<file path="src/design/fcfs_pkg.sv">
// constants and types for the fieldbus communication fault supervisor
// assumes one system clock at 250 MHz and an asynchronous active-low reset
//
// Functional notes
// - with the CAN interface enabled, an interface supply that drops raises 233.
// - a CAN controller that goes bus-off raises 234; the code raises it only while can_enable is set.
// - once bus-off, all CAN traffic stops and the interface stays disabled.
// - only a power cycle or a CAN supply drop and return ends bus-off.
// - a CANopen node falling from operational to pre-operational raises 235.
// - a master seen going from Run to Idle while exchanging data raises 236.
// - any DeviceNet I/O connection that expires raises 237.
// - after cyclic exchange starts, an owner connection timeout raises 247.
// - no valid Modbus TCP telegram for longer than the setting raises 249.
// - the telegram timer starts at the first valid telegram, restarts on each.
// - a timeout setting of zero switches the telegram supervision off.
`default_nettype none

package fcfs_pkg;
  // fault codes reported to the drive fault handler
  localparam logic [9:0] FCFS_CODE_NO_SUPPLY = 10'h0E9;
  localparam logic [9:0] FCFS_CODE_BUS_OFF = 10'h0EA;
  localparam logic [9:0] FCFS_CODE_CANOPEN = 10'h0EB;
  localparam logic [9:0] FCFS_CODE_IDLE = 10'h0EC;
  localparam logic [9:0] FCFS_CODE_DNET = 10'h0ED;
  localparam logic [9:0] FCFS_CODE_ENIP = 10'h0F7;
  localparam logic [9:0] FCFS_CODE_TCP = 10'h0F9;
  // fault slot positions in the pending vector
  localparam int FCFS_SLOT_SUPPLY = 0;
  localparam int FCFS_SLOT_BUS_OFF = 1;
  localparam int FCFS_SLOT_CANOPEN = 2;
  localparam int FCFS_SLOT_IDLE = 3;
  localparam int FCFS_SLOT_DNET = 4;
  localparam int FCFS_SLOT_ENIP = 5;
  localparam int FCFS_SLOT_TCP = 6;
  localparam int FCFS_NUM_FAULTS = 7;
  // timeout setting unit 0.1 s, counted through a 100 us tick
  localparam int FCFS_CLK_MHZ = 250;
  localparam int FCFS_TICK_US = 100;
  localparam int FCFS_TICK_CYC = FCFS_CLK_MHZ * FCFS_TICK_US;
  localparam int FCFS_TICKS_PER_UNIT = 1000;
  localparam logic [15:0] FCFS_TIMEOUT_OFF = 16'h0000;
  // node states
  typedef enum logic [1:0] {
    FCFS_CAN_RUN,
    FCFS_CAN_BUS_OFF
  } fcfs_can_type;
endpackage

`default_nettype wire

</file>
<file path="src/design/fcfs_top.sv">
// fieldbus communication fault supervisor: detects link faults and
// reports them latched, with the code of the lowest pending slot; status inputs come from the
// protocol engines, synchronous to clock
`default_nettype none

module fcfs_top #(
  parameter int TICK_CYC = fcfs_pkg::FCFS_TICK_CYC,
  parameter int TICKS_PER_UNIT = fcfs_pkg::FCFS_TICKS_PER_UNIT
) (
  // clock and reset
  input wire logic clock,
  input wire logic resetn,
  // CAN interface status
  input wire logic can_enable,
  input wire logic can_supply_ok,
  input wire logic can_bus_off,
  // CANopen, DeviceNet, EtherNet/IP status
  input wire logic canopen_operational,
  input wire logic master_run,
  input wire logic io_exchange_active,
  input wire logic dnet_conn_expired,
  input wire logic enip_cyclic_active,
  input wire logic enip_owner_timeout,
  // Modbus TCP
  input wire logic tcp_telegram_ok,
  input wire logic [15:0] tcp_telegram_timeout_setting,
  // fault handler
  input wire logic fault_reset,
  output logic can_comm_enable,
  output logic fault_active,
  output logic [9:0] fault_code,
  output logic [6:0] fault_pending
);
  import fcfs_pkg::*;

  typedef struct packed {
    fcfs_can_type can;
    logic supply_prev;
    logic op_prev;
    logic run_prev;
    logic enip_started;
    logic can_comm_enable;
    logic fault_active;
    logic [9:0] fault_code;
  } fcfs_top_type;
  fcfs_top_type s_q, s_d;

  logic [FCFS_NUM_FAULTS-1:0] detect;
  logic [FCFS_NUM_FAULTS-1:0] pending;
  logic tcp_expire;
  logic [9:0] code_sel;

  fcfs_tcp_watch #(
    .TICK_CYC(TICK_CYC),
    .TICKS_PER_UNIT(TICKS_PER_UNIT)
  ) u_tcp (
    .clock(clock),
    .resetn(resetn),
    .telegram_ok(tcp_telegram_ok),
    .tcp_telegram_timeout_setting(tcp_telegram_timeout_setting),
    .expire(tcp_expire)
  );

  // one latch per fault slot
  genvar gi;
  generate
    for (gi = 0; gi < FCFS_NUM_FAULTS; gi++) begin : g_slot
      fcfs_latch u_latch (
        .clock(clock),
        .resetn(resetn),
        .set_in(detect[gi]),
        .clear_in(fault_reset),
        .flag_out(pending[gi])
      );
    end
  endgenerate

  // fault detection; supply, CANopen and idle are edge based, DeviceNet and owner timeout are level
  always_comb begin
    detect = '0;
    detect[FCFS_SLOT_SUPPLY] = can_enable && !can_supply_ok
      && s_q.supply_prev;
    detect[FCFS_SLOT_BUS_OFF] = s_q.can == FCFS_CAN_RUN && can_bus_off
      && can_enable;
    detect[FCFS_SLOT_CANOPEN] = s_q.op_prev && !canopen_operational;
    // master Run to Idle during exchange
    detect[FCFS_SLOT_IDLE] = io_exchange_active && s_q.run_prev
      && !master_run;
    detect[FCFS_SLOT_DNET] = dnet_conn_expired;
    detect[FCFS_SLOT_ENIP] = s_q.enip_started && enip_owner_timeout;
    detect[FCFS_SLOT_TCP] = tcp_expire;
  end

  // lowest slot wins the reported code
  always_comb begin
    code_sel = '0;
    if (pending[FCFS_SLOT_SUPPLY]) begin
      code_sel = FCFS_CODE_NO_SUPPLY;
    end else if (pending[FCFS_SLOT_BUS_OFF]) begin
      code_sel = FCFS_CODE_BUS_OFF;
    end else if (pending[FCFS_SLOT_CANOPEN]) begin
      code_sel = FCFS_CODE_CANOPEN;
    end else if (pending[FCFS_SLOT_IDLE]) begin
      code_sel = FCFS_CODE_IDLE;
    end else if (pending[FCFS_SLOT_DNET]) begin
      code_sel = FCFS_CODE_DNET;
    end else if (pending[FCFS_SLOT_ENIP]) begin
      code_sel = FCFS_CODE_ENIP;
    end else if (pending[FCFS_SLOT_TCP]) begin
      code_sel = FCFS_CODE_TCP;
    end
  end

  // state update
  always_comb begin
    s_d = s_q;
    s_d.supply_prev = can_supply_ok;
    s_d.op_prev = canopen_operational;
    s_d.run_prev = master_run;
    if (enip_cyclic_active) begin
      s_d.enip_started = 1'b1;
    end
    case (s_q.can)
      FCFS_CAN_RUN: begin
        if (detect[FCFS_SLOT_BUS_OFF]) begin
          s_d.can = FCFS_CAN_BUS_OFF;
        end
      end
      FCFS_CAN_BUS_OFF: begin
        // only a supply drop ends bus-off; fault reset does not
        if (!can_supply_ok) begin
          s_d.can = FCFS_CAN_RUN;
        end
      end
      default: s_d.can = FCFS_CAN_RUN;
    endcase
    s_d.can_comm_enable = can_enable && s_d.can == FCFS_CAN_RUN
      && can_supply_ok;
    s_d.fault_active = |pending;
    s_d.fault_code = code_sel;
  end

  always_ff @(posedge clock or negedge resetn) begin
    if (!resetn) begin
      s_q <= '{can: FCFS_CAN_RUN, default: '0};
    end else begin
      s_q <= s_d;
    end
  end

  assign can_comm_enable = s_q.can_comm_enable;
  assign fault_active = s_q.fault_active;
  assign fault_code = s_q.fault_code;
  assign fault_pending = pending;

  property p_busoff_silent;
    @(posedge clock) disable iff (!resetn)
    s_q.can == FCFS_CAN_BUS_OFF |=> !can_comm_enable;
  endproperty
  a_busoff_silent: assert property (p_busoff_silent)
    else $error("CAN enabled while bus-off");

  property p_busoff_stays;
    @(posedge clock) disable iff (!resetn)
    (s_q.can == FCFS_CAN_BUS_OFF && can_supply_ok)
      |=> s_q.can == FCFS_CAN_BUS_OFF;
  endproperty
  a_busoff_stays: assert property (p_busoff_stays)
    else $error("bus-off left without supply cycle");

  property p_busoff_code;
    @(posedge clock) disable iff (!resetn)
    detect[FCFS_SLOT_BUS_OFF] |=> pending[FCFS_SLOT_BUS_OFF];
  endproperty
  a_busoff_code: assert property (p_busoff_code)
    else $error("bus-off not latched");

  property p_supply_fault;
    @(posedge clock) disable iff (!resetn)
    (can_enable && $fell(can_supply_ok))
      |=> pending[FCFS_SLOT_SUPPLY];
  endproperty
  a_supply_fault: assert property (p_supply_fault)
    else $error("supply loss not latched");

  property p_canopen;
    @(posedge clock) disable iff (!resetn)
    $fell(canopen_operational) |=> pending[FCFS_SLOT_CANOPEN];
  endproperty
  a_canopen: assert property (p_canopen)
    else $error("CANopen drop not latched");

  property p_idle;
    @(posedge clock) disable iff (!resetn)
    (io_exchange_active && $fell(master_run)) |=> pending[FCFS_SLOT_IDLE];
  endproperty
  a_idle: assert property (p_idle)
    else $error("master idle not latched");

  property p_dnet;
    @(posedge clock) disable iff (!resetn)
    dnet_conn_expired |=> pending[FCFS_SLOT_DNET];
  endproperty
  a_dnet: assert property (p_dnet)
    else $error("DeviceNet expiry not latched");

  property p_enip_gate;
    @(posedge clock) disable iff (!resetn)
    (!s_q.enip_started && !pending[FCFS_SLOT_ENIP])
      |=> !pending[FCFS_SLOT_ENIP];
  endproperty
  a_enip_gate: assert property (p_enip_gate)
    else $error("owner timeout before cyclic start");

  property p_code;
    @(posedge clock) disable iff (!resetn)
    (pending == 7'h40) |=> fault_code == FCFS_CODE_TCP;
  endproperty
  a_code: assert property (p_code)
    else $error("wrong code for Modbus TCP timeout");

  // bus-off entry and exit, both directions
  property p_busoff_enter;
    @(posedge clock) disable iff (!resetn)
    (can_enable && can_bus_off && s_q.can == FCFS_CAN_RUN)
      |=> s_q.can == FCFS_CAN_BUS_OFF;
  endproperty
  a_busoff_enter: assert property (p_busoff_enter)
    else $error("bus-off not entered");

  property p_supply_exit;
    @(posedge clock) disable iff (!resetn)
    (s_q.can == FCFS_CAN_BUS_OFF && !can_supply_ok)
      |=> s_q.can == FCFS_CAN_RUN;
  endproperty
  a_supply_exit: assert property (p_supply_exit)
    else $error("supply cycle did not leave bus-off");

  // a disabled interface never counts a bus-off
  property p_busoff_needs_enable;
    @(posedge clock) disable iff (!resetn)
    (!can_enable && s_q.can == FCFS_CAN_RUN)
      |=> s_q.can == FCFS_CAN_RUN;
  endproperty
  a_busoff_needs_enable: assert property (p_busoff_needs_enable)
    else $error("bus-off taken while interface disabled");

  // no supply means no CAN traffic, whatever the state
  property p_no_supply_quiet;
    @(posedge clock) disable iff (!resetn)
    !can_supply_ok |=> !can_comm_enable;
  endproperty
  a_no_supply_quiet: assert property (p_no_supply_quiet)
    else $error("CAN enabled without supply");

  // owner timeout and telegram expiry reach their latches
  property p_enip_fault;
    @(posedge clock) disable iff (!resetn)
    (s_q.enip_started && enip_owner_timeout)
      |=> pending[FCFS_SLOT_ENIP];
  endproperty
  a_enip_fault: assert property (p_enip_fault)
    else $error("owner timeout not latched");

  property p_tcp_fault;
    @(posedge clock) disable iff (!resetn)
    tcp_expire |=> pending[FCFS_SLOT_TCP];
  endproperty
  a_tcp_fault: assert property (p_tcp_fault)
    else $error("telegram timeout not latched");

  // fault reset empties every latch unless a new fault lands
  property p_reset_clears;
    @(posedge clock) disable iff (!resetn)
    (fault_reset && detect == '0) |=> pending == '0;
  endproperty
  a_reset_clears: assert property (p_reset_clears)
    else $error("fault reset left a latch set");

  // summary outputs follow the latches one edge later
  property p_active;
    @(posedge clock) disable iff (!resetn)
    (|pending) |=> fault_active;
  endproperty
  a_active: assert property (p_active)
    else $error("fault latched but not active");

  property p_quiet;
    @(posedge clock) disable iff (!resetn)
    (pending == '0) |=> (!fault_active && fault_code == 10'h000);
  endproperty
  a_quiet: assert property (p_quiet)
    else $error("fault shown with no latch set");

  // supply loss outranks every other code
  property p_code_first;
    @(posedge clock) disable iff (!resetn)
    pending[FCFS_SLOT_SUPPLY] |=> fault_code == FCFS_CODE_NO_SUPPLY;
  endproperty
  a_code_first: assert property (p_code_first)
    else $error("supply fault code not on top");

  // a healthy enabled link keeps communicating
  property p_comm_runs;
    @(posedge clock) disable iff (!resetn)
    (can_enable && can_supply_ok && !can_bus_off
      && s_q.can == FCFS_CAN_RUN) |=> can_comm_enable;
  endproperty
  a_comm_runs: assert property (p_comm_runs)
    else $error("healthy CAN link not enabled");
endmodule

`default_nettype wire

</file>
<file path="src/design/fcfs_latch.sv">
// one latched fault slot: sets on a detect pulse, clears on fault reset
// assumes detect is synchronous; set wins over a clear in the same cycle
`default_nettype none

module fcfs_latch (
  // clock and reset
  input wire logic clock,
  input wire logic resetn,
  // set and clear
  input wire logic set_in,
  input wire logic clear_in,
  // state
  output logic flag_out
);
  typedef struct packed {
    logic flag;
  } fcfs_latch_type;
  fcfs_latch_type s_q, s_d;

  always_comb begin
    s_d = s_q;
    if (set_in) begin
      s_d.flag = 1'b1;
    end else if (clear_in) begin
      s_d.flag = 1'b0;
    end
  end

  always_ff @(posedge clock or negedge resetn) begin
    if (!resetn) begin
      s_q <= '0;
    end else begin
      s_q <= s_d;
    end
  end

  assign flag_out = s_q.flag;

  property p_set_holds;
    @(posedge clock) disable iff (!resetn)
    set_in |=> flag_out;
  endproperty
  a_set_holds: assert property (p_set_holds)
    else $error("latched fault lost after set");
endmodule

`default_nettype wire

</file>
<file path="src/design/fcfs_tcp_watch.sv">
// Modbus TCP telegram watchdog: arms on the first valid telegram
// assumes setting is in 0.1 s steps and stays stable while armed
`default_nettype none

module fcfs_tcp_watch #(
  parameter int TICK_CYC = fcfs_pkg::FCFS_TICK_CYC,
  parameter int TICKS_PER_UNIT = fcfs_pkg::FCFS_TICKS_PER_UNIT
) (
  // clock and reset
  input wire logic clock,
  input wire logic resetn,
  // telegram side
  input wire logic telegram_ok,
  input wire logic [15:0] tcp_telegram_timeout_setting,
  // expiry pulse
  output logic expire
);
  import fcfs_pkg::*;
  typedef struct packed {
    logic armed;
    logic [15:0] pre;
    logic [9:0] tick;
    logic [15:0] units;
    logic expire;
  } fcfs_tcp_type;
  fcfs_tcp_type s_q, s_d;
  logic off;

  assign off = tcp_telegram_timeout_setting == FCFS_TIMEOUT_OFF;

  // prescaler, tick and unit counters
  always_comb begin
    s_d = s_q;
    s_d.expire = 1'b0;
    if (off) begin
      s_d.armed = 1'b0;
      s_d.pre = '0;
      s_d.tick = '0;
      s_d.units = '0;
    end else if (telegram_ok) begin
      s_d.armed = 1'b1;
      s_d.pre = '0;
      s_d.tick = '0;
      s_d.units = '0;
    end else if (s_q.armed) begin
      if (s_q.pre == 16'(TICK_CYC - 1)) begin
        s_d.pre = '0;
        if (s_q.tick == 10'(TICKS_PER_UNIT - 1)) begin
          s_d.tick = '0;
          s_d.units = s_q.units + 16'h0001;
          if (s_q.units + 16'h0001 >= tcp_telegram_timeout_setting) begin
            s_d.expire = 1'b1;
            s_d.armed = 1'b0; // one report per silence
          end
        end else begin
          s_d.tick = s_q.tick + 10'h001;
        end
      end else begin
        s_d.pre = s_q.pre + 16'h0001;
      end
    end
  end

  always_ff @(posedge clock or negedge resetn) begin
    if (!resetn) begin
      s_q <= '0;
    end else begin
      s_q <= s_d;
    end
  end

  assign expire = s_q.expire;

  property p_off_quiet;
    @(posedge clock) disable iff (!resetn)
    off |=> !expire;
  endproperty
  a_off_quiet: assert property (p_off_quiet)
    else $error("timeout fired while supervision off");

  property p_telegram_restarts;
    @(posedge clock) disable iff (!resetn)
    telegram_ok |=> !expire ##0 (s_q.units == 16'h0000);
  endproperty
  a_telegram_restarts: assert property (p_telegram_restarts)
    else $error("valid telegram did not restart timer");
endmodule

`default_nettype wire

</file>
<file path="config.mk">
export PLATFORM = sky130hd
export DESIGN_NAME = fcfs_top
export DESIGN_NICKNAME = d
export VERILOG_FILES = /design/src/design/fcfs_pkg.sv /design/src/design/fcfs_top.sv /design/src/design/fcfs_latch.sv /design/src/design/fcfs_tcp_watch.sv
export SDC_FILE = /design/constraint.sdc
export NUM_CORES = 1
export LEC_CHECK = 0
export BUFFER_PORTS_ARGS = -buffer_cell sky130_fd_sc_hd__clkbuf_2
export CAP_MARGIN = 25
export CORE_ASPECT_RATIO = 1.2
export CORE_MARGIN = 4
export CORE_UTILIZATION = 50
export CTS_CLUSTER_SIZE = 12
export DETAILED_ROUTE_END_ITERATION = 8
export HOLD_SLACK_MARGIN = 0.06
export PLACE_DENSITY = 0.77
export SLEW_MARGIN = 30
export SYNTH_ARGS = -nofsm -noshare
export SYNTH_HDL_FRONTEND = slang
export SYNTH_SLANG_ARGS = --single-unit
</file>
<file path="constraint.sdc">
create_clock -name clock -period 4.23 [get_ports clock]
set_clock_uncertainty 0.05 [all_clocks]
set_input_delay 0.6345 -clock clock [delete_from_list [all_inputs] [get_ports clock]]
set_output_delay 0.6345 -clock clock [all_outputs]
set_load 0.005 [all_outputs]
</file>
Word-level counts from Yosys, hierarchy flattened
Index checks and enable logic that the tools add are counted.
Storage, ports and cells
  bits in registers: 69
  logic and storage cells: 87
Operators by class
  add/sub/neg operators: 3
  magnitude comparators: 1
  equality and inequality tests: 3
  mux-type cells: 31
  reduce and logical (&&, ||, !) cells: 29
Operators with widths (count)
  2-to-1 mux 43 bit: 2
  2-to-1 mux 8 bit: 7
  2-to-1 mux 44 bit: 1
  adder 16 x 1 -> 16 bit, second input constant: 2
  2-to-1 mux 27 bit: 1
  2-to-1 mux 17 bit: 1
  equality test 16 x 15 -> 1 bit, second input constant: 1
  >= comparator 16 bit: 1
  logical NOT 16 bit: 1
  2-to-1 mux 16 bit: 1
  2-to-1 mux 1 bit: 14
  nonzero test 2 bit: 7
  adder 10 x 1 -> 10 bit, second input constant: 1
  equality test 10 bit, second input constant: 1
  logical AND 1 bit: 10
  2-to-1 mux 10 bit: 1
  nonzero test 3 bit: 3
  OR reduction 7 bit: 1
  logical NOT 2 bit: 2
  2-to-1 mux 2 bit: 2
  case mux 2 bit (2 select lines): 1
  logical NOT 1 bit: 3
  AND reduction 3 bit: 1
  equality test 2 x 1 -> 1 bit, second input constant: 1
  AND reduction 2 bit: 1

Depth between registers and ports, before layout
Gate-level depths: netlist (run 1).
  depth after elaboration: 8
  gate-level depth with buffers: 11

By module
Synthesis (run 1) repeated with hierarchy kept, for this count alone.
Unflattened totals
  cells, all modules: 427
  area total of the unflattened synthesis: 3895.0 µm²
Modules (own cells, without submodules)
  fcfs_tcp_watch: instances 1, cells an instance 354, area an instance 3034.2 µm², seq. area each 1101.1 µm²
  fcfs_top: instances 1, cells an instance 52, area an instance 606.8 µm², seq. area each 350.3 µm²
  fcfs_latch: instances 7, cells an instance 3, area an instance 36.3 µm², seq. area each 25.0 µm²

Least setup slack after synthesis (run 1)
OpenSTA, ideal clock, no wires.
  path type: register to register
  start point: register u_tcp.s_q[1] (netlist name)
  end point: register u_tcp.s_q (netlist bit u_tcp.expire)
  arrival time: 2.929 ns
  required time: 4.075 ns
  path slack: 1.146 ns
  cell stages (with the launch flop): 11
  path buffers: 0
  period minus slack after synthesis: 3.084 ns
  cells stage by stage: dfrtp_1 -> ha_1 -> nand4_1 -> or4b_2 -> xnor2_1 -> ha_1 -> and4_1 -> o211ai_1 -> or4_1 -> nand3_1 -> nor4b_1
RTL lines
  start: declaration: RTL line fcfs_tcp_watch.sv:26  | fcfs_tcp_type s_q, s_d;
  start signal: assignment: RTL line fcfs_tcp_watch.sv:66  | s_q <= '0;
  start signal: assignment: RTL line fcfs_tcp_watch.sv:68  | s_q <= s_d;

==> out/metrics.csv, run 1 <==
metric,value,unit
clk buf depth,2,
clk_lat worst skew,0.34,ns
Netlist cell types,52,
"Max FO, Critical Path",5,
"antenna viol nets, final",0,
Power Dens Cells,289,mW/mm2
via/cell ratio,5.72,
Remaining DRCs,0,
largest net degree at the start of global routing,35,
port bufs,45,
Psw,324,uW
hold buffer count at cts,0,
Via Count,3139,
"Reg clk slew, reported paths",0.08,ns
Clk pwr share,0.395,
gpl congestion,0.853,
Max Clk Rate,293,MHz
TritonCTS clock tree,yes,
Comb power frac,0.069,
setup violators final,0,
Synth warnings,0,
postcts setup bufs,0,
Total Nets Final,502,
kind of end point of the critical path,flop,
initial core utilization,0.519,
Final Hold Viols,0,
post-CTS sizing,0,
RSZ-0062 raised after global routing,false,
Least-Margin Pin Slew,0.836,ns
Sequential Area,0.00163,mm2
crit path launch type,flop,
H-tree levels,3,
"EDFF count, synth",0,
Post-Layout Cell Count,549,
Seq pwr share,0.536,
max_cap viols,0,
"commonest non-fill, non-tap cell in the layout",dfrtp_1,
Clk Tree Root Cell,clkbuf_8,
CORE AREA,0.00732,mm2
fillers,654,
layout cells sized above 1,0.163,
drt first pass iters,4,
WL final,8400,um
Die X-Extent,87.6,um
initial antenna violation count,0,
sw frac,0.267,
vias in the first global route,3113,
Critical Path RT,4.41,ns
max-slew violation count,0,
die height,103,um
post-synthesis sequential area ratio,0.428,
critical path arrival,3.59,ns
row cnt,34,
status,"finished, final reports clean",
Slew HR,0.442,
Layout area overhead,10.1,%
"Min Clock Period, post-route",3.41,ns
period utilisation layout,0.807,
Placed Cells,533,
Diodes inserted,0,
"FF+latch count, synth",65,
worst hold-check path type,input port to asynchronous set/reset pin,
first-pass GRT wire length,14400,um
Main synth FF type,dfrtp_1,
Setup CP Type,flop to flop,
P_int,887,uW
Congestion Overflow GR,0,
VDD IR max,0.000195,V
leak pwr,0.00192,uW
DR iter-0 viols,139,
routed len/inst,15.3,um
Syn Area/Cell,9.02,um2
Multi-input gate area,0.00190,mm2
die area,0.00906,mm2
Setup TNS,0,ns
Post-Syn Area,0.00380,mm2
post-DP HPWL,6190,um
TritonCTS buffer count,9,
GR Util All Layers,0.201,
CTS sink cnt,65,
asr flop ratio synth,1.00,
most frequent cells in the layout,"dfrtp_1 (65), clkbuf_2 (45), nor2_1 (38)",
I/O pin cnt,48,
Synth Instances,421,
## area by class of cell
class	count	share of cell area
timing repair buffer	50	0.0629
tap	90	0.0269
sequential	65	0.389
inverter	27	0.0242
multi-input combinational	301	0.454
clock buffer	9	0.0296
clock inverter	7	0.0129
## final timing paths
check | cells past startpoint | slack, ns | from | end
worst max-delay path | 10 | 0.82 | u_tcp.s_q[6] | u_tcp.expire
worst min-delay path | 1 | 0.30 | resetn | g_slot[1].u_latch.flag_out
worst max register to register | 10 | 0.82 | u_tcp.s_q[6] | u_tcp.expire
worst min register to register | 1 | 0.41 | s_q[17] | s_q[16]
max in group asynchronous | 2 | 2.90 | resetn | u_tcp.s_q[38]
min in group clock | 1 | 0.36 | canopen_operational | s_q[14]
## critical path, stage by stage (launching register included)
cell      delay [ns]
dfrtp_1         0.45
nand4_1         0.23
nor4_1          0.66
nand3_1         0.25
xnor2_1         0.18
ha_1            0.30
and4_1          0.25
o211ai_1        0.09
or4_1           0.51
nand3_1         0.12
nor4b_1         0.23
## routing by layer
layer,vias to the layer above,global-route usage,part of all wire
li1,1536,-,-
met1,1492,0.250,0.42
met2,92,0.338,0.50
met3,19,0.0428,0.060
met4,0,0.0815,0.026
met5,-,0,0
## logic make-up (layout without fill, tap and decap cells)
logic type,Yosys count,in the layout,synth area share
and+or+nand+nor,174,174,0.248
AOI/OAI and AO/OA,72,72,0.110
DFF,65,65,0.428
buffers and inverters,57,93,0.0735
xor gates and xnor gates,32,32,0.0738
adders and majority gates,19,19,0.0626
other,1,3,0.000988
muxes,1,1,0.00264
## sequential cells by signal, indices dropped and copies added (netlist names)
name	flops
fault_code	6
u_tcp.expire	1
s_q	6
can_comm_enable	1
fault_active	1
u_tcp.s_q	43
g_slot.u_latch.flag_out	7
## synth_stat cells (2+ instances only)
cell	count	share of area
nand2_1	34	0.034
buf_4	17	0.034
clkbuf_1	11	0.011
nor2_1	38	0.038
a21o_1	2	0.0040
xor2_1	17	0.039
and2_1	2	0.0033
or4b_2	2	0.0053
or3_1	9	0.015
xnor2_1	15	0.035
and3_1	10	0.016
dfrtp_1	65	0.43
a211oi_1	2	0.0040
o21ai_0	22	0.029
inv_1	27	0.027
ha_1	19	0.063
or4_1	3	0.0059
o2bb2ai_1	2	0.0046
and4_1	3	0.0069
or2_2	2	0.0033
a22o_1	2	0.0046
nor4_2	2	0.0066
nor3_1	9	0.012
or3b_2	2	0.0046
nand3b_1	4	0.0079
nand4_1	15	0.025
nor4_1	10	0.016
a21oi_1	30	0.040
nand2b_1	2	0.0033
a31oi_1	3	0.0049
nand3_1	19	0.025
## metrics by stage
stage | power (uW) | hold slack, ns | setup slack (ns) | utilization | instance area [um2]
finish | 1210 | 0.301 | 0.818 | 0.571 | 4180
global route | 1260 | 0.337 | 0.563 | 0.571 | 4180
floorplan | 710 | 0.289 | 1.15 | - | 3800
CTS | 1220 | 0.304 | 0.814 | 0.571 | 4180
global placement | 742 | 0.382 | 0.974 | 0.547 | 4000
detailed placement | 745 | 0.388 | 0.855 | 0.547 | 4000
## power groups by stage
stage	registers [uW]	logic (uW)	clock network [uW]
floorplan	658	52.1	0
global placement	660	82.7	0
detailed placement	660	85.0	0
CTS	648	85.5	490
global route	650	97.2	517
finish	648	83.6	478
No activity file was read; power rests on OpenSTA's default activity.
==> inputs of run 2 (changes only) <==
ABC_AREA = 1   (was unset)
clock period = 3.3 ns   (was 4.23 ns; I/O delays follow)
==> out/metrics.csv, run 2 <==
metric,value,unit,change
status,"finished, final reports clean",,
Final Hold Viols,0,,unchanged
RR Endpoint,u_tcp.s_q[43],,
RSZ-0062 raised after global routing,false,,
Setup CP Type,flop to flop,,
Max Clk Rate,390,MHz,+33%
reg2reg path depth,14,,+4
post-synthesis sequential area ratio,0.422,,-0.00612
die area,0.00918,mm2,+1.3%
most frequent cells in the layout,"nand2_1 (109), inv_1 (76), dfrtp_1 (65)",,
die height,104,um,+0.67%
Worst Hold Path Cells,1,,
critical path arrival,2.77,ns,-0.82 ns
Setup TNS,0,ns,unchanged
via/cell ratio,5.09,,-11%
top post-synthesis cells by count,"nand2_1 (109), inv_1 (76), dfrtp_1 (65)",,
max_cap viols,0,,unchanged
WL final,7490,um,-11%
Buf/Inv on CP,0,,unchanged
leak pwr,0.00224,uW,+17%
Synth Instances,484,,+15%
setup violators final,0,,unchanged
"count leader, synth",nand2_1,,
flop2flop setup slack,0.74,ns,-0.08 ns
"most used cell, CP",nand2_1,,
Diodes inserted,0,,unchanged
Total Nets Final,569,,+13%
asr flop ratio synth,1.00,,unchanged
most area-consuming cells after synthesis,"dfrtp_1 (42%), nand2_1 (11%), inv_1 (7.4%)",,
Least-Margin Pin Slew,0.807,ns,-0.0291 ns
Sequential Area,0.00163,mm2,unchanged
"FF+latch count, synth",65,,unchanged
post-DP HPWL,5730,um,-7.5%
Layout area overhead,9.94,%,
Remaining DRCs,0,,unchanged
row cnt,34,,unchanged
I/O pin cnt,48,,unchanged
Post-Layout Cell Count,616,,+12%
fillers,683,,+4.4%
Synth top area share,0.422,,-0.00612
routed len/inst,12.2,um,-21%
port bufs,45,,unchanged
hold buffer count at cts,0,,unchanged
gpl congestion,0.855,,+0.29%
largest register by flop count,u_tcp.s_q,,
initial antenna violation count,0,,unchanged
vias in the first global route,3217,,+3.3%
"EDFF count, synth",0,,unchanged
Main synth FF type,dfrtp_1,,
Synth warnings,0,,unchanged
Placed Cells,600,,+13%
Largest register FFs,43,,unchanged
TritonCTS clock tree,yes,,
Worst Hold Path EP,s_q[13],,
"Reg clk slew, reported paths",0.07,ns,about the same
CORE AREA,0.00736,mm2,+0.58%
VDD IR max,0.000269,V,+38%
worst path cell trace,"nand3_1, nor2_1, nand3_1, nor2_1, nand2_1, xor2_1, ha_1, a21oi_1, o21ai_0, a21oi_1, nand2_1, nand2_1, nand2_1, a21oi_1",,
"Max FO, Critical Path",4,,-1
"antenna viol nets, final",0,,unchanged
postcts setup bufs,0,,unchanged
initial core utilization,0.523,,+0.00448
Design Power,1590,uW,+31%
Clk Tree Root Cell,clkbuf_8,,
Post-Syn Area,0.00385,mm2,+1.4%
Final Core Density,0.575,,+0.00418
kind of end point of the critical path,flop,,
drt first pass iters,4,,unchanged
largest net degree at the start of global routing,66,,+89%
cell taking the most area after synthesis,dfrtp_1,,
CTS sink cnt,65,,unchanged
Netlist cell types,32,,-38%
"Min Clock Period, post-route",2.56,ns,-0.847 ns
Critical Path RT,3.51,ns,-0.90 ns
first-pass GRT wire length,13600,um,-5.1%
clk buf depth,2,,unchanged
worst hold start,master_run,,
Multi-input gate area,0.00178,mm2,-6.1%
layout cells sized above 1,0.150,,-0.0132
Congestion Overflow GR,0,,unchanged
"slowest stage delay, CP",0.41,ns,-0.25 ns
period utilisation layout,0.777,,-0.0294
clk_lat worst skew,0.33,ns,about the same
DR iter-0 viols,134,,-3.6%
post-CTS sizing,0,,unchanged
worst hold-check path type,input port to flop,,
GR Util All Layers,0.182,,-0.0188
"commonest non-fill, non-tap cell in the layout",nand2_1,,
crit path launch type,flop,,
TritonCTS buffer count,9,,unchanged
Die X-Extent,88.1,um,+0.66%
max-slew violation count,0,,unchanged
Syn Area/Cell,7.96,um2,-12%
H-tree levels,3,,unchanged
Via Count,3135,,-0.13%
Power Dens Cells,375,mW/mm2,+29%
Critical Path Slowest Stage Cell,dfrtp_1,,
Slew HR,0.462,,+0.0207
"Largest delay share family, worst path",simple AND/OR/NAND/NOR gates,,
RR Startpoint,u_tcp.s_q[3],,
-- run 2: how the worst max path moves through the flow --
stage	depth (start not counted)	slack, ns	endpoint	startpoint
2_1_floorplan	15	1.09	u_tcp.s_q[43]	u_tcp.s_q[1]
3_3_place_gp	14	0.91	u_tcp.s_q[43]	u_tcp.s_q[1]
3_5_place_dp	14	0.77	u_tcp.s_q[43]	u_tcp.s_q[1]
4_1_cts	14	0.75	u_tcp.s_q[43]	u_tcp.s_q[1]
5_1_grt	14	0.40	u_tcp.s_q[43]	u_tcp.s_q[3]
6_report	14	0.74	u_tcp.s_q[43]	u_tcp.s_q[3]
-- run 2: worst register-to-register path: stages (launching register included) --
cell and delay, ns:
dfrtp_1 0.41, nand3_1 0.13, nor2_1 0.18, nand3_1 0.18, nor2_1 0.21, nand2_1 0.10
xor2_1 0.22, ha_1 0.29, a21oi_1 0.16, o21ai_0 0.10, a21oi_1 0.12, nand2_1 0.11
nand2_1 0.07, nand2_1 0.04, a21oi_1 0.12
-- run 2: report_power, final --
group,internal [uW],switching (uW)
clock network,348,298
logic,42.1,71.0
registers,816,11.5
total,1210,381
-- run 2: logic make-up (layout without fill, tap and decap cells) --
| logic type | count (synthesis) | count (layout) | synth area share |
|---|---|---|---|
| and+or+nand+nor | 215 | 215 | 0.259 |
| buffers and inverters | 100 | 140 | 0.117 |
| DFF | 65 | 65 | 0.422 |
| AOI/OAI and AO/OA | 59 | 59 | 0.0818 |
| xor gates and xnor gates | 25 | 25 | 0.0568 |
| adders and majority gates | 19 | 19 | 0.0617 |
| other | 1 | 3 | 0.000973 |
-- run 2: metal layers --
| layer | vias up | global-route usage | part of all wire |
|---|---|---|---|
| met3 | 11 | 0.0293 | 0.025 |
| met5 | - | 0 | 0 |
| met4 | 0 | 0.0616 | 0.016 |
| met1 | 1472 | 0.228 | 0.45 |
| li1 | 1608 | - | - |
| met2 | 44 | 0.313 | 0.51 |
-- run 2: layout make-up --
type / count / area share
inverter: 78 / 0.0691
tap: 90 / 0.0266
multi-input combinational: 321 / 0.421
clock buffer: 11 / 0.0310
timing repair buffer: 46 / 0.0549
clock inverter: 5 / 0.0133
sequential: 65 / 0.384
-- run 2: metrics by stage --
stage               cell area, um2  hold slack (ns)  setup slack [ns]
floorplan                     3860            0.149              1.09
global placement              4050            0.377             0.908
detailed placement            4050            0.403             0.766
CTS                           4240            0.220             0.749
global route                  4240            0.215             0.397
finish                        4240            0.231             0.735
